<file path="src/logic/vplf_regs.vh">
// Register map, field positions, reset values and timing for the VPW link front end.
`ifndef VPLF_REGS_VH
`define VPLF_REGS_VH

// ****************************************************************
// Register byte offsets
// ****************************************************************
`define VPLF_OFF_CTRL1   5'h00
`define VPLF_OFF_CTRL2   5'h04
`define VPLF_OFF_SVR     5'h08
`define VPLF_OFF_STATUS  5'h0C
`define VPLF_OFF_MASK    5'h10
`define VPLF_OFF_FILTER  5'h14
`define VPLF_OFF_POWER   5'h18
`define VPLF_OFF_DATA    5'h1C

// ****************************************************************
// Field positions
// ****************************************************************
`define VPLF_CTRL1_WCM    0
`define VPLF_CTRL2_DIGITAL_LOOP_SELECT  0
`define VPLF_CTRL2_ANALOG_LOOP_SELECT  1
`define VPLF_ST_STOPWAKE  0
`define VPLF_ST_WAITWAKE  1
`define VPLF_ST_INVSYM    2
`define VPLF_ST_OVERLEN   3
`define VPLF_ST_EOF       4
`define VPLF_ST_W         5

// ****************************************************************
// Reset values and codes
// ****************************************************************
`define VPLF_CTRL1_RST    1'b0
`define VPLF_CTRL2_RST    2'b00
`define VPLF_MASK_RST     5'h00
`define VPLF_DATA_RST     8'h00
`define VPLF_NMI_VECTOR   8'h20
`define VPLF_SV_NONE      4'h0
`define VPLF_SV_EOF       4'h1
`define VPLF_SV_OVERLEN   4'h2
`define VPLF_SV_INVSYM    4'h3
`define VPLF_SV_WAITWAKE  4'h4
`define VPLF_SV_STOPWAKE  4'h5
`define VPLF_MAX_BYTES    4'hC
`define VPLF_FILT_MAX     4'hF
`define VPLF_FILT_MIN     4'h0
`define VPLF_RESP_OKAY    2'b00
`define VPLF_RESP_SLVERR  2'b10

// ****************************************************************
// Timing
// ****************************************************************
`define VPLF_CLK_MHZ      100
`define VPLF_IDLE_US      300
`define VPLF_MIN_SYM_US   34
`define VPLF_MUX_DIV      96

`endif

</file>
<file path="src/logic/vplf_top.v">
// VPW link front end: power modes, wakeup, loopback, receive filter, length.
`timescale 1ns/1ps
`include "vplf_regs.vh"
module vplf_top #(
  parameter IDLE_CYC = `VPLF_IDLE_US * `VPLF_CLK_MHZ,
  parameter MUX_DIV  = `VPLF_MUX_DIV
) (
  // Clock and reset
  input  wire        clk_sys_in,
  input  wire        arst_n_in,
  // AXI4-Lite write address
  input  wire        s_axi_awvalid_in,
  output reg         s_axi_awready_out,
  input  wire [31:0] s_axi_awaddr_in,
  // AXI4-Lite write data
  input  wire        s_axi_wvalid_in,
  output reg         s_axi_wready_out,
  input  wire [31:0] s_axi_wdata_in,
  input  wire [3:0]  s_axi_wstrb_in,
  // AXI4-Lite write response
  output reg         s_axi_bvalid_out,
  input  wire        s_axi_bready_in,
  output reg  [1:0]  s_axi_bresp_out,
  // AXI4-Lite read
  input  wire        s_axi_arvalid_in,
  output reg         s_axi_arready_out,
  input  wire [31:0] s_axi_araddr_in,
  output reg         s_axi_rvalid_out,
  input  wire        s_axi_rready_in,
  output reg  [31:0] s_axi_rdata_out,
  output reg  [1:0]  s_axi_rresp_out,
  // CPU power events
  input  wire        cpu_wait_in,
  input  wire        cpu_stop_in,
  // Protocol handler side
  input  wire        tx_bit_in,
  input  wire        rx_byte_done_in,
  input  wire        eof_seen_in,
  output reg         rx_filtered_out,
  // Transceiver pins
  output reg         tx_digital_out,
  input  wire        rx_digital_in,
  // Power and interrupts
  output reg         clocks_run_out,
  output reg         wakeup_nmi_out,
  output reg         irq_out
);

  // ****************************************************************
  // Constants and declarations
  // ****************************************************************
  localparam [2:0] PM_RUN  = 3'b001;
  localparam [2:0] PM_WAIT = 3'b010;
  localparam [2:0] PM_STOP = 3'b100;
  localparam integer MIN_SYM_CYC = `VPLF_MIN_SYM_US * `VPLF_CLK_MHZ;
  localparam integer HALF_DIV = MUX_DIV / 2;

  reg        wcm_q;
  reg [1:0]  ctrl2_q;
  reg [4:0]  status_q;
  reg [4:0]  mask_q;
  reg [7:0]  data_q;
  reg        data_loaded_q;
  reg [2:0]  pm_q;
  reg        rx_prev_q;
  reg        analog_loop_select_prev_q;
  reg        await_idle_q;
  reg [15:0] idle_cnt_q;
  reg [7:0]  div_q;
  reg        sample_q;
  reg [3:0]  filt_cnt_q;
  reg        filt_prev_q;
  reg [15:0] sym_cnt_q;
  reg [3:0]  byte_cnt_q;
  reg        aw_held_q;
  reg        w_held_q;
  reg [4:0]  aw_addr_q;
  reg [7:0]  w_byte_q;
  reg        w_lane_q;

  wire       digital_loop_select = ctrl2_q[`VPLF_CTRL2_DIGITAL_LOOP_SELECT];
  wire       analog_loop_select = ctrl2_q[`VPLF_CTRL2_ANALOG_LOOP_SELECT];
  wire       low_power = ~pm_q[0];
  wire       rx_src = digital_loop_select ? tx_bit_in : rx_digital_in;
  wire       rx_rise = rx_src & ~rx_prev_q;
  wire       wake_ok = ~digital_loop_select & ~analog_loop_select;
  wire       filt_run = ~pm_q[2];
  wire       tick_rise = filt_run && (div_q == 8'h00);
  wire       tick_fall = filt_run && (div_q == HALF_DIV[7:0]);
  wire       wr_fire = aw_held_q & w_held_q & ~s_axi_bvalid_out;
  wire       rd_fire = s_axi_arvalid_in & s_axi_arready_out;
  wire [4:0] st_clr = (wr_fire && aw_addr_q == `VPLF_OFF_STATUS && w_lane_q)
                      ? w_byte_q[4:0] : 5'h00;
  reg  [4:0] st_set;

  // Picks the most urgent pending condition for the state vector.
  function [3:0] sv_code;
    input [4:0] st;
    begin
      if (st[`VPLF_ST_STOPWAKE]) begin
        sv_code = `VPLF_SV_STOPWAKE;
      end else if (st[`VPLF_ST_WAITWAKE]) begin
        sv_code = `VPLF_SV_WAITWAKE;
      end else if (st[`VPLF_ST_INVSYM]) begin
        sv_code = `VPLF_SV_INVSYM;
      end else if (st[`VPLF_ST_OVERLEN]) begin
        sv_code = `VPLF_SV_OVERLEN;
      end else if (st[`VPLF_ST_EOF]) begin
        sv_code = `VPLF_SV_EOF;
      end else begin
        sv_code = `VPLF_SV_NONE;
      end
    end
  endfunction

  // ****************************************************************
  // Power mode state machine
  // ****************************************************************
  // Mode changes never touch the software registers, so contents survive.
  always @(posedge clk_sys_in or negedge arst_n_in) begin
    if (!arst_n_in) begin
      pm_q      <= PM_RUN;
      rx_prev_q <= 1'b0;
    end else begin
      rx_prev_q <= rx_src;
      case (pm_q)
        PM_RUN: begin
          if (cpu_wait_in) begin
            pm_q <= wcm_q ? PM_STOP : PM_WAIT;
          end else if (cpu_stop_in) begin
            pm_q <= wcm_q ? PM_STOP : PM_WAIT;
          end
        end
        PM_WAIT, PM_STOP: begin
          if (rx_rise && wake_ok) begin
            pm_q <= PM_RUN;
          end
        end
        default: pm_q <= PM_RUN;
      endcase
    end
  end

  // ****************************************************************
  // Receive digital filter
  // ****************************************************************
  // The filter clock is a divided tick; rise samples, mid-period counts.
  // It keeps running in wait mode so the waking message is not lost.
  always @(posedge clk_sys_in or negedge arst_n_in) begin
    if (!arst_n_in) begin
      div_q           <= 8'h00;
      sample_q        <= 1'b0;
      filt_cnt_q      <= `VPLF_FILT_MIN;
      rx_filtered_out <= 1'b0;
    end else begin
      if (filt_run) begin
        div_q <= (div_q == MUX_DIV[7:0] - 8'h01) ? 8'h00 : div_q + 8'h01;
      end
      if (tick_rise) begin
        sample_q <= rx_src;
      end
      if (tick_fall) begin
        if (sample_q && filt_cnt_q != `VPLF_FILT_MAX) begin
          filt_cnt_q <= filt_cnt_q + 4'h1;
        end else if (!sample_q && filt_cnt_q != `VPLF_FILT_MIN) begin
          filt_cnt_q <= filt_cnt_q - 4'h1;
        end
        // Latch flips only at an end point, giving 15 to 16 tick delay.
        if (sample_q && filt_cnt_q == `VPLF_FILT_MAX - 4'h1) begin
          rx_filtered_out <= 1'b1;
        end else if (!sample_q && filt_cnt_q == `VPLF_FILT_MIN + 4'h1) begin
          rx_filtered_out <= 1'b0;
        end
      end
    end
  end

  // ****************************************************************
  // Symbol width, message length and idle detection
  // ****************************************************************
  // Pulses that survive the filter in run mode but are shorter than any symbol are
  // flagged; the length counter counts byte completions and clears at end of frame.
  always @(posedge clk_sys_in or negedge arst_n_in) begin
    if (!arst_n_in) begin
      filt_prev_q  <= 1'b0;
      sym_cnt_q    <= 16'h0000;
      byte_cnt_q   <= 4'h0;
      analog_loop_select_prev_q <= 1'b0;
      await_idle_q <= 1'b0;
      idle_cnt_q   <= 16'h0000;
    end else begin
      filt_prev_q  <= rx_filtered_out;
      analog_loop_select_prev_q <= analog_loop_select;
      if (rx_filtered_out != filt_prev_q) begin
        sym_cnt_q <= 16'h0000;
      end else if (sym_cnt_q != 16'hFFFF) begin
        sym_cnt_q <= sym_cnt_q + 16'h0001;
      end
      if (eof_seen_in) begin
        byte_cnt_q <= 4'h0;
      end else if (rx_byte_done_in && byte_cnt_q != 4'hF) begin
        byte_cnt_q <= byte_cnt_q + 4'h1;
      end
      // After analog loop ends, hold off until the bus rests passive.
      if (analog_loop_select_prev_q && !analog_loop_select) begin
        await_idle_q <= 1'b1;
        idle_cnt_q   <= 16'h0000;
      end else if (await_idle_q) begin
        if (rx_filtered_out) begin
          idle_cnt_q <= 16'h0000;
        end else if (idle_cnt_q == IDLE_CYC[15:0] - 16'h0001) begin
          await_idle_q <= 1'b0;
        end else begin
          idle_cnt_q <= idle_cnt_q + 16'h0001;
        end
      end
    end
  end

  // ****************************************************************
  // Event status and interrupts
  // ****************************************************************
  // Gathers the hardware events that set sticky status bits.
  always @* begin
    st_set = 5'h00;
    st_set[`VPLF_ST_STOPWAKE] = pm_q[2] & rx_rise & wake_ok;
    st_set[`VPLF_ST_WAITWAKE] = pm_q[1] & rx_rise & wake_ok;
    st_set[`VPLF_ST_INVSYM]   = (rx_filtered_out != filt_prev_q) &&
                                (sym_cnt_q < MIN_SYM_CYC[15:0]) &&
                                pm_q[0];
    st_set[`VPLF_ST_OVERLEN]  = rx_byte_done_in &&
                                (byte_cnt_q >= `VPLF_MAX_BYTES);
    st_set[`VPLF_ST_EOF]      = eof_seen_in;
  end

  // Set wins over a same-cycle write-one clear so no event is lost.
  always @(posedge clk_sys_in or negedge arst_n_in) begin
    if (!arst_n_in) begin
      status_q       <= 5'h00;
      irq_out        <= 1'b0;
      wakeup_nmi_out <= 1'b0;
      clocks_run_out <= 1'b1;
      tx_digital_out <= 1'b0;
    end else begin
      status_q       <= (status_q & ~st_clr) | st_set;
      irq_out        <= |(status_q & mask_q &
                          ~(5'h01 << `VPLF_ST_STOPWAKE));
      wakeup_nmi_out <= status_q[`VPLF_ST_STOPWAKE];
      clocks_run_out <= ~pm_q[2];
      // Passive in digital loop, while waiting for idle, or in any low-power mode.
      tx_digital_out <= (digital_loop_select | low_power | await_idle_q) ?
                        1'b0 : tx_bit_in;
    end
  end

  // ****************************************************************
  // AXI4-Lite write path
  // ****************************************************************
  // Address and data are taken in either order; the response waits for
  // both. Only byte lane 0 carries fields, higher lanes are ignored.
  always @(posedge clk_sys_in or negedge arst_n_in) begin
    if (!arst_n_in) begin
      s_axi_awready_out <= 1'b1;
      s_axi_wready_out  <= 1'b1;
      s_axi_bvalid_out  <= 1'b0;
      s_axi_bresp_out   <= `VPLF_RESP_OKAY;
      aw_held_q         <= 1'b0;
      w_held_q          <= 1'b0;
      aw_addr_q         <= 5'h00;
      w_byte_q          <= 8'h00;
      w_lane_q          <= 1'b0;
      wcm_q             <= `VPLF_CTRL1_RST;
      ctrl2_q           <= `VPLF_CTRL2_RST;
      mask_q            <= `VPLF_MASK_RST;
      data_q            <= `VPLF_DATA_RST;
      data_loaded_q     <= 1'b0;
    end else begin
      if (s_axi_awvalid_in && s_axi_awready_out) begin
        aw_held_q         <= 1'b1;
        // Any upper address bit marks the write off-map; 5'h1F decodes to
        // no register and so answers with an error.
        aw_addr_q         <= (|s_axi_awaddr_in[31:5]) ? 5'h1F :
                             {s_axi_awaddr_in[4:2], 2'b00};
        s_axi_awready_out <= 1'b0;
      end
      if (s_axi_wvalid_in && s_axi_wready_out) begin
        w_held_q         <= 1'b1;
        w_byte_q         <= s_axi_wdata_in[7:0];
        w_lane_q         <= s_axi_wstrb_in[0];
        s_axi_wready_out <= 1'b0;
      end
      if (rx_byte_done_in) begin
        data_loaded_q <= 1'b0;
      end
      if (wr_fire) begin
        aw_held_q        <= 1'b0;
        w_held_q         <= 1'b0;
        s_axi_bvalid_out <= 1'b1;
        s_axi_bresp_out  <= `VPLF_RESP_OKAY;
        case (aw_addr_q)
          `VPLF_OFF_CTRL1: if (w_lane_q) wcm_q <= w_byte_q[0];
          `VPLF_OFF_CTRL2: if (w_lane_q) ctrl2_q <= w_byte_q[1:0];
          `VPLF_OFF_MASK:  if (w_lane_q) mask_q <= w_byte_q[4:0];
          `VPLF_OFF_DATA: begin
            if (w_lane_q) begin
              data_q        <= w_byte_q;
              data_loaded_q <= 1'b1;
            end
          end
          `VPLF_OFF_STATUS, `VPLF_OFF_SVR, `VPLF_OFF_FILTER,
          `VPLF_OFF_POWER: s_axi_bresp_out <= `VPLF_RESP_OKAY;
          default: s_axi_bresp_out <= `VPLF_RESP_SLVERR;
        endcase
      end
      if (s_axi_bvalid_out && s_axi_bready_in) begin
        s_axi_bvalid_out  <= 1'b0;
        s_axi_awready_out <= 1'b1;
        s_axi_wready_out  <= 1'b1;
      end
    end
  end

  // ****************************************************************
  // AXI4-Lite read path
  // ****************************************************************
  // One read at a time; the answer comes one cycle after the address.
  always @(posedge clk_sys_in or negedge arst_n_in) begin
    if (!arst_n_in) begin
      s_axi_arready_out <= 1'b1;
      s_axi_rvalid_out  <= 1'b0;
      s_axi_rdata_out   <= 32'h00000000;
      s_axi_rresp_out   <= `VPLF_RESP_OKAY;
    end else begin
      if (rd_fire) begin
        s_axi_arready_out <= 1'b0;
        s_axi_rvalid_out  <= 1'b1;
        s_axi_rresp_out   <= `VPLF_RESP_OKAY;
        case ((|s_axi_araddr_in[31:5]) ? 5'h1F :
              {s_axi_araddr_in[4:2], 2'b00})
          `VPLF_OFF_CTRL1:  s_axi_rdata_out <= {31'h0, wcm_q};
          `VPLF_OFF_CTRL2:  s_axi_rdata_out <= {30'h0, ctrl2_q};
          `VPLF_OFF_SVR:    s_axi_rdata_out <= {28'h0, sv_code(status_q)};
          `VPLF_OFF_STATUS: s_axi_rdata_out <= {27'h0, status_q};
          `VPLF_OFF_MASK:   s_axi_rdata_out <= {27'h0, mask_q};
          `VPLF_OFF_FILTER: s_axi_rdata_out <= {26'h0, rx_src,
                                                rx_filtered_out, filt_cnt_q};
          `VPLF_OFF_POWER:  s_axi_rdata_out <= {16'h0, `VPLF_NMI_VECTOR,
                                                3'h0, await_idle_q,
                                                byte_cnt_q[0], pm_q};
          `VPLF_OFF_DATA:   s_axi_rdata_out <= {23'h0, data_loaded_q,
                                                data_q};
          default: begin
            s_axi_rdata_out <= 32'h00000000;
            s_axi_rresp_out <= `VPLF_RESP_SLVERR;
          end
        endcase
      end
      if (s_axi_rvalid_out && s_axi_rready_in) begin
        s_axi_rvalid_out  <= 1'b0;
        s_axi_arready_out <= 1'b1;
      end
    end
  end

endmodule // vplf_top

</file>
<file path="config.mk">
export PLATFORM = sky130hd
export DESIGN_NAME = vplf_top
export DESIGN_NICKNAME = d
export VERILOG_FILES = /design/src/logic/vplf_top.v
export VERILOG_INCLUDE_DIRS = /design/src /design/src/logic
export SDC_FILE = /design/constraint.sdc
export NUM_CORES = 1
export LEC_CHECK = 0
export BUFFER_PORTS_ARGS = -buffer_cell sky130_fd_sc_hd__buf_2
export CAP_MARGIN = 20
export CORE_MARGIN = 2
export CORE_UTILIZATION = 32
export CTS_CLUSTER_SIZE = 16
export DETAILED_ROUTE_END_ITERATION = 8
export PLACE_DENSITY = 0.63
export SETUP_SLACK_MARGIN = 0.3
export SYNTH_ARGS = -nofsm -noshare
export SYNTH_HDL_FRONTEND = slang
export SYNTH_SLANG_ARGS = --single-unit
</file>
<file path="constraint.sdc">
create_clock -name clk_sys_in -period 6.1 [get_ports clk_sys_in]
set_input_delay 1.22 -clock clk_sys_in [delete_from_list [all_inputs] [get_ports clk_sys_in]]
set_output_delay 1.22 -clock clk_sys_in [all_outputs]
set_load 0.02 [all_outputs]
</file>
==> impl_metrics.csv, run 1 <==
group,metric,value,unit
power,peakVddDrop,218.9,uV
timing,tightestPinTransition,0.9414,ns
yosys,synthCells,581,
die,num_rows,49,
placed_design,place_inst,895,
clock_network,clock-sinks,115,
layout,final_core_util,0.3988,
clock_network,clockBufferDepth,2,
clock_network,cts_tree,"yes",
yosys,ys_warn_count,0,
layout,num-nets-final,807,
route,drt_iter0_drc,310,
die,initial_core_util,0.3293,
yosys,netlist_area,5956,sq um
clock_network,post-cts-setup-buffer-count,0,
setup_path,crit_required,4.88,ns
timing,min_period,2.860,ns
placed_design,pre_cts_slack,3.182,ns
timing,fin_crit_sh,0.4689,
timing,setup_tns,0,ns
timing,whs,0.4727,ns
route,wl,12940,um
global_routing,grt_max_degree,64,
clock_network,cts_resized,0,
die,dieWidth,140.4,um
global_routing,grt_pass1_wl,21770,um
flow_run,drv_cap,0,
setup_path,critPathMaxStageDelay,0.91,ns
power,pwr-share-comb,0.177,
route,drc,0,
placed_design,port_buffers,103,
yosys,yosysUniqueCellTypes,66,
timing,hold_violations,0,
yosys,synth_area_leaders,"dfrtp_1 (46%), mux2_2 (5.9%), nand2_1 (3.3%), buf_4 (3.0%), nor2_1 (2.8%)",
timing,rsz0062_at_grt,"no",
timing,max_freq,0.3496,GHz
die,ios,159,
hold_path,holdCritPathClass,"flip-flop to flip-flop",
route,drt-vias-per-instance,5.060,
timing,slew_violations,0,
power,power.share.switching,0.3033,
route,first_pass_iters,6,
clock_network,ctsHtreeMaxLevel,4,
yosys,synth-seq-cells,115,
layout,final_cell_count_no_fill,927,
route,via_count,4691,
timing,slew_headroom,0.3666,
clock_network,holdBufCountCts,0,
clock_network,root_buffer,"clkbuf_16",
placed_design,gp_congestion,0.7974,
power,clkPwrFrac,0.406,
yosys,synth_ff_type,"dfrtp_1",
yosys,yosysSeqAreaShare,0.4842,
global_routing,antenna_found_initial,0,
timing,setup_viol,0,
setup_path,critical-path-slowest-cell,"dfrtp_1",
setup_path,path_cells,"buf_2",
layout,insertedDiodeCount,0,
die,dieArea,19720,sq um
power,p_per_area,347.1,nW/um^2
clock_network,path_clk_slew,0.06,ns
yosys,yosys.area.top_type,"dfrtp_1",
setup_path,cp_num_buf_inv,1,
yosys,synth_top_area_share,0.4622,
setup_path,path_max_fanout,25,
yosys,synth-edff-count,0,
global_routing,grt_pass1_vias,4361,
setup_path,endpoint_kind,"output pin",
setup_path,startpoint_type,"flip-flop",
power,p_leak,3.223,nW
setup_path,crit_family,"flip-flops",
global_routing,grt_use_total,0.1369,
clock_network,cts_buffers,17,
power,power_frac_seq,0.417,
route,ant_nets,0,
yosys,async_flop_share,1.000,
timing,layout_setup_ws,3.240,ns
run_status,status,"completed",
route,wl_per_cell,13.96,um
setup_path,arrival,1.64,ns
yosys,netlist_top_cells_count,"dfrtp_1 (110), nand2_1 (53), nor2_1 (45)",
clock_network,worstSkewPairLatency,0.41,ns
die,die_h,140.4,um
layout,layout-drive-gt1-share,0.2708,
yosys,synth.most_common_cell,"dfrtp_1",
global_routing,grt_overflow,0,
power,switching_power,0.7593,mW
layout,syn_to_final_growth,21.11,%
placed_design,dp.final_hpwl,9230,um
setup_path,crit_type,"flip-flop to output pin",
yosys,avgSynthCellArea,10.25,sq um
timing,finClkSkew,0.008569,ns
power,p_int,1.745,mW
die,coreArea,18090,sq um
[flip-flops by register name, indices dropped and copies added, names as in the netlist, 2 cells and up]
name and count:
sym_cnt_q 16, pm_q 3, mask_q 5, idle_cnt_q 16, data_q 8, div_q 8, status_q 5, aw_addr_q 4
byte_cnt_q 4, s_axi_rdata_out 10, ctrl2_q 2, filt_cnt_q 4, w_byte_q 8
[power by group through the flow]
stage,clock network [mW],registers (mW),logic [mW]
2_1_floorplan,0,1.02,0.346
3_3_place_gp,0,1.05,0.436
3_5_place_dp,0,1.06,0.446
4_1_cts,1.04,1.04,0.449
5_1_grt,1.08,1.07,0.502
6_report,1.02,1.04,0.443
[layout by cell type (no fill, tap or decap), types with 19 or more instances in the layout]
master	n
buf_2	102
a21oi_1	19
conb_1	24
nor2_1	45
inv_1	19
nand2_1	53
o21ai_0	21
mux2_2	31
dfrtp_1	110
nor4_1	19
nand3_1	31
[final timing paths]
path                               startpoint            endpoint  slack, ns  depth (start not counted)
hold reg to reg            s_axi_rdata_out[5]  s_axi_rdata_out[5]       0.47                          2
setup reg to reg              rx_filtered_out       idle_cnt_q[3]       3.47                          5
min in group asynchronous           arst_n_in         w_byte_q[2]       0.89                          1
hold / removal             s_axi_rdata_out[5]  s_axi_rdata_out[5]       0.47                          2
max in group asynchronous           arst_n_in  s_axi_rresp_out[1]       4.06                          2
setup / recovery              rx_filtered_out     rx_filtered_out       3.24                          1
[tightest hold or removal path: stages, from the launching register on]
cell	delay, ns
dfrtp_1	0.34
nand2_1	0.05
nand2_1	0.05
[metrics by stage]
step	area (sq um)	power, mW
2_1_floorplan	6042	1.365
3_5_place_dp	6605	1.501
4_1_cts	7213	2.530
3_3_place_gp	6605	1.488
5_1_grt	7213	2.650
6_report	7213	2.504
[area by class of cell]
| type | instances | area [sq um] |
|---|---|---|
| Clock buffer | 17 | 425.4 |
| Timing Repair Buffer | 106 | 540.5 |
| Multi-Input combinational cell | 426 | 2823 |
| Inverter | 19 | 71.32 |
| Tap cell | 229 | 286.5 |
| Sequential cell | 115 | 2884 |
| Fill cell | 1738 | 10870 |
| Clock inverter | 15 | 182.7 |
[layer usage]
layer	vias to the layer above	GRT usage	part of all wire
met4	0	0.05051	0.018
met2	131	0.2188	0.49
li1	2289	-	-
met1	2249	0.1760	0.45
met3	22	0.04103	0.046
met5	-	0	0
[logic make-up after synthesis]
kind of cell,after synthesis,share of synthesized area
AND/OR/NAND/NOR,228,0.2069
flip-flops,115,0.4842
AO/OA/AOI/OAI,99,0.1158
buffers and inverters,63,0.05630
multiplexers,45,0.08634
XOR/XNOR,21,0.03088
adder cells (fa/ha/maj),9,0.01891
other,1,0.0006296
No activity file was read; power rests on OpenSTA's default activity.
==> inputs of run 2 (changes only) <==
ABC_AREA = 1   (was unset)
PLACE_DENSITY = 0.65   (was 0.63)
clock period = 2.6 ns   (was 6.1 ns; I/O delays follow)
==> impl_metrics.csv, run 2 <==
group,metric,value,unit
timing,tightestPinTransition,0.7630,ns
timing,finClkSkew,0.008874,ns
timing,slew_violations,0,
setup_path,crit_type,"flip-flop to flip-flop",
clock_network,holdBufCountCts,0,
yosys,synth.most_common_cell,"nand2_1",
power,peakVddDrop,482.9,uV
clock_network,cts_buffers,17,
yosys,yosys.area.top_type,"dfrtp_1",
placed_design,placed_area,7039,sq um
yosys,synth-edff-count,0,
layout,layout-drive-gt1-share,0.1803,
layout,num-nets-final,1044,
setup_path,endpoint_kind,"flip-flop",
die,dieArea,20710,sq um
die,initial_core_util,0.3240,
timing,max_freq,0.4904,GHz
route,ant_nets,0,
global_routing,antenna_found_initial,1,
clock_network,cts_tree,"yes",
global_routing,grt_max_degree,43,
flow_run,drv_cap,0,
global_routing,grt_overflow,0,
route,wl,14820,um
layout,mostFrequentLayoutCell,"nand2_1",
setup_path,reg2reg_depth,8,
placed_design,pre_cts_slack,0.5410,ns
layout,postLayoutCellArea,7579,sq um
hold_path,holdCritPathClass,"input port to asynchronous set/reset pin",
clock_network,ctsHtreeMaxLevel,4,
timing,slew_headroom,0.4877,
global_routing,grt_pass1_vias,5201,
global_routing,grt_pass1_wl,24680,um
clock_network,cts_resized,0,
yosys,netlist_area,6264,sq um
layout,final_cell_count_no_fill,1197,
yosys,ys_warn_count,0,
setup_path,startpoint_type,"flip-flop",
yosys,synth_ff_type,"dfrtp_1",
yosys,synth_area_leaders,"dfrtp_1 (44%), nand2_1 (10%), inv_1 (6.8%), o21ai_0 (5.5%), nor2_1 (5.1%)",
route,drt-vias-per-instance,4.647,
setup_path,reg2reg_from,"idle_cnt_q[0]",
route,drc,0,
clock_network,worstSkewPairLatency,0.41,ns
yosys,yosysUniqueCellTypes,49,
clock_network,post-cts-setup-buffer-count,0,
route,drt_iter0_drc,328,
setup_path,startpoint,"idle_cnt_q[0]",
setup_path,crit_required,2.94,ns
route,first_pass_iters,5,
die,num_rows,51,
placed_design,dp.final_hpwl,11290,um
placed_design,place_inst,1168,
layout,insertedDiodeCount,0,
setup_path,r2r-end,"idle_cnt_q[8]",
die,coreArea,19330,sq um
die,die_h,143.9,um
route,via_count,5563,
yosys,synth-seq-cells,115,
timing,min_period,2.039,ns
global_routing,grt_use_total,0.1521,
clock_network,root_buffer,"clkbuf_16",
yosys,synth_top_area_share,0.4395,
setup_path,arrival,2.38,ns
yosys,synthCells,804,
die,ios,159,
timing,layout_setup_ws,0.5608,ns
power,p_leak,3.759,nW
power,p_per_area,783.7,nW/um^2
timing,setup_tns,0,ns
placed_design,gp_congestion,0.8586,
yosys,netlist_top_cells_count,"nand2_1 (171), inv_1 (113), dfrtp_1 (110)",
setup_path,path_max_fanout,15,
clock_network,clockBufferDepth,2,
placed_design,port_buffers,103,
yosys,avgSynthCellArea,7.790,sq um
timing,setup_viol,0,
run_status,status,"completed",
route,wl_per_cell,12.38,um
yosys,yosysSeqAreaShare,0.4604,
timing,hold_violations,0,
die,dieWidth,143.9,um
layout,syn_to_final_growth,20.99,%
timing,fin_crit_sh,0.7843,
layout,fill_cells,2003,
clock_network,clock-sinks,115,
timing,rsz0062_at_grt,"no",
setup_path,r2r_slack,0.56,ns
layout,top_regs,"idle_cnt_q (16), sym_cnt_q (16), s_axi_rdata_out (10)",
clock_network,path_clk_slew,0.05,ns
layout,most-common-layout-cells,"nand2_1 (171), inv_1 (113), dfrtp_1 (110)",
yosys,async_flop_share,1.000,
## run 2: changes by cell type in the layout (fill, tap and decap cells not counted), moves of 12 or more
| cell | change |
|---|---|
| o21ai_0 | +48 |
| nand2_1 | +118 |
| mux2_2 | -31 |
| mux2i_1 | -12 |
| inv_1 | +94 |
| nor2_1 | +40 |
| nand3_1 | +16 |
## run 2: area by class of cell
cell class	instances	area, sq um	share of cell area
clock inverter	7	85.08	0.01123
clock buffer	22	454.2	0.05993
inverter	121	455.4	0.06010
timing repair buffer	111	590.6	0.07793
multi-input combinational	556	2778	0.3665
tap	265	331.6	0.04375
sequential	115	2884	0.3806
## run 2: kinds of logic (layout without fill, tap and decap cells)
family                     count (synthesis)  in the layout  synth area share
other                                      1             24         0.0005987
xor gates and xnor gates                  14             14           0.01958
DFF                                      115            115            0.4604
adders and majority gates                  9              9           0.01798
and+or+nand+nor                          389            389            0.2829
AOI/OAI and AO/OA                        120            120            0.1087
buffers and inverters                    156            261            0.1099
## run 2: critical path: stages (launching register included)
cell and delay (ns):
dfrtp_1 0.40, ha_1 0.22, nand3_2 0.11, nor3_2 0.27, a31oi_4 0.21, nor2_4 0.35
inv_2 0.17, nand2_1 0.08, a21boi_2 0.14
## run 2: worst max-delay path by stage
stage	slack, ns	end	depth (start not counted)
2_1_floorplan	0.91	s_axi_rdata_out[2]	12
3_3_place_gp	0.54	s_axi_rdata_out[5]	12
3_5_place_dp	0.54	s_axi_rdata_out[5]	12
4_1_cts	0.55	idle_cnt_q[8]	8
5_1_grt	0.39	idle_cnt_q[8]	8
6_report	0.56	idle_cnt_q[8]	8
## run 2: stage by stage
stage                     total power [mW]  hold slack, ns    util
after floorplan                      3.389          0.2244       -
after global placement               3.769          0.4622  0.3641
after detailed placement             3.816          0.4692  0.3641
after CTS                            6.008          0.1051  0.3920
after global routing                 6.323          0.1239  0.3920
final                                5.939          0.1002  0.3920
## run 2: per-layer routing
layer,up-vias,global-route usage,share of wire
li1,2823,-,-
met1,2530,0.1921,0.46
met2,183,0.2489,0.47
met3,25,0.03599,0.058
met4,2,0.06605,0.019
met5,-,0,0.00088
## run 2: power by group
part           internal, mW  switching [mW]
sequential             2.21           0.322
combinational         0.424           0.826
clock                  1.40           0.750
total                  4.04            1.90
==> inputs of run 3 (changes only) <==
PLACE_DENSITY = 0.63   (was 0.65)
clock period = 2 ns   (was 2.6 ns; I/O delays follow)
==> impl_metrics.csv, run 3 (synthesis gave the netlist of run 2 again) <==
group,metric,value,unit
run_status,status,"completed",
timing,finClkSkew,0.007838,ns
setup_path,path_max_fanout,3,
setup_path,endpoint_kind,"flip-flop",
power,finalPower,8.655,mW
power,switching_power,2.667,mW
global_routing,grt_pass1_wl,25500,um
layout,syn_to_final_growth,30.56,%
layout,layout-drive-gt1-share,0.2397,
power,p_per_area,1058,nW/um^2
placed_design,pre_cts_slack,0.06769,ns
die,dieArea,20710,sq um
clock_network,cts_tree,"yes",
global_routing,top_usage_layer,"met2",
hold_path,holdCritPathClass,"input port to flip-flop",
timing,slew_violations,0,
clock_network,cts_buffers,17,
setup_path,critical-path-slowest-cell,"dfrtp_1",
layout,num-nets-final,1077,
timing,layout_setup_ws,0.2604,ns
route,ant_nets,0,
global_routing,grt_overflow,0,
die,num_rows,51,
die,coreArea,19330,sq um
clock_network,path_clk_slew,0.05,ns
layout,insertedDiodeCount,0,
route,wl_per_cell,12.83,um
power,peakVddDrop,732.7,uV
clock_network,ctsHtreeMaxLevel,4,
global_routing,antenna_found_initial,0,
power,p_int,5.988,mW
global_routing,grt_max_degree,39,
die,die_h,143.9,um
power,power.share.switching,0.3082,
setup_path,crit_required,2.30,ns
clock_network,clock-sinks,115,
route,first_pass_iters,5,
flow_run,drv_cap,0,
placed_design,gp_congestion,0.8822,
power,pwr-share-comb,0.224,
setup_path,crit_type,"flip-flop to flip-flop",
clock_network,root_buffer,"clkbuf_16",
die,initial_core_util,0.3240,
global_routing,grt_use_total,0.1577,
global_routing,grt_util_met1,0.2155,
power,p_leak,4.033,nW
timing,slew_headroom,0.6470,
setup_path,cp_num_buf_inv,3,
global_routing,grt_pass1_vias,5266,
power,power_frac_seq,0.381,
setup_path,path_cells,"buf_4 > nand3_1 > nor2_2 > inv_1 > nor3_4 > nand2_2 > nor2_2 > nand2_1 > clkinv_1 > nand3_1 > o211a_1",
setup_path,startpoint_type,"flip-flop",
timing,tightestPinTransition,0.5295,ns
route,via_count,5754,
clock_network,clockBufferDepth,2,
route,wl,15820,um
layout,most-common-layout-cells,"nand2_1 (167), inv_1 (109), dfrtp_1 (108)",
setup_path,arrival,2.04,ns
layout,top_regs,"idle_cnt_q (16), sym_cnt_q (16), s_axi_rdata_out (10)",
route,drc,0,
die,ios,159,
route,drt_iter0_drc,378,
power,clkPwrFrac,0.395,
timing,fin_crit_sh,0.8698,
clock_network,worstSkewPairLatency,0.42,ns
timing,setup_tns,0,ns
timing,max_freq,0.5749,GHz
die,dieWidth,143.9,um
timing,rsz0062_at_grt,"yes",
global_routing,use_met3,0.03032,
layout,final_core_util,0.4230,
setup_path,critPathMaxStageDelay,0.40,ns
layout,mostFrequentLayoutCell,"nand2_1",
timing,min_period,1.740,ns
setup_path,crit_family,"simple AND/OR/NAND/NOR gates",
route,drt-vias-per-instance,4.667,
placed_design,port_buffers,103,
placed_design,dp.final_hpwl,11470,um
global_routing,grtUsageMet2,0.2479,
timing,hold_violations,0,
timing,setup_viol,0,
[run 3: cell types whose count changed in the layout (fill, tap and decap cells not counted), sizes merged]
cell / delta
clkinvlp: +2
bufinv: +3
clkinv: -3
dlygate4sd3: +1
buf: +31
clkbuf: +2
[run 3: per-stage QoR]
stage | hold slack, ns | instances | area (sq um)
floorplan | 0.1044 | 827 | 6350
global placement | 0.4084 | 1176 | 7112
detailed placement | 0.4127 | 1176 | 7112
CTS | 0.1306 | 1220 | 7921
global route | 0.1569 | 1233 | 8178
finish | 0.1468 | 1233 | 8178
[run 3: worst register-to-register path, stage by stage, from the launching register on]
cell and delay [ns]:
dfrtp_1 0.40, buf_4 0.14, nand3_1 0.13, nor2_2 0.17, inv_1 0.08, nor3_4 0.18
nand2_2 0.12, nor2_2 0.12, nand2_1 0.06, clkinv_1 0.05, nand3_1 0.06, o211a_1 0.11
[run 3: worst paths after layout]
check / slack [ns] / startpoint / end / cells past startpoint
min in group asynchronous: 0.51 / arst_n_in / s_axi_bvalid_out / 2
min reg2reg: 0.47 / s_axi_rdata_out[3] / s_axi_rdata_out[3] / 2
max: 0.26 / sym_cnt_q[1] / sym_cnt_q[15] / 11
min: 0.15 / s_axi_wvalid_in / s_axi_wready_out / 2
max in group asynchronous: 0.87 / arst_n_in / s_axi_arready_out / 3
max reg2reg: 0.26 / sym_cnt_q[1] / sym_cnt_q[15] / 11
[run 3: layout make-up]
type	instances	area, sq um
clock buffer	24	501.7
clock inverter	8	171.4
fill	1948	11160
inverter	121	462.9
multi-input combinational	556	2924
sequential	115	2887
tap	265	331.6
timing repair buffer	143	892.1
timing repair inverter	1	7.507
[run 3: routing by layer]
layer,wire [um],share of wire,vias up
met3,844,0.053,21
met5,0,0,-
met4,294,0.019,0
li1,-,-,2889
met1,7432,0.47,2662
met2,7243,0.46,182
[run 3: power by group through the flow]
stage	logic (mW)	clock network, mW	registers (mW)
after detailed placement	1.70	0	3.31
final	1.94	3.42	3.30
after global routing	2.21	3.58	3.38
after global placement	1.66	0	3.30
after CTS	1.77	3.49	3.28
after floorplan	1.11	0	3.30
[run 3: repair_timing]
action | in CTS | in global routing
hold endpoints to repair | 31 | 0
gates cloned | 0 | 1
pin swaps | 6 | 16
hold buffers | 1 | 0
setup endpoints to repair | 16 | 35
resized for setup | 14 | 40
setup buffers | 11 | 12
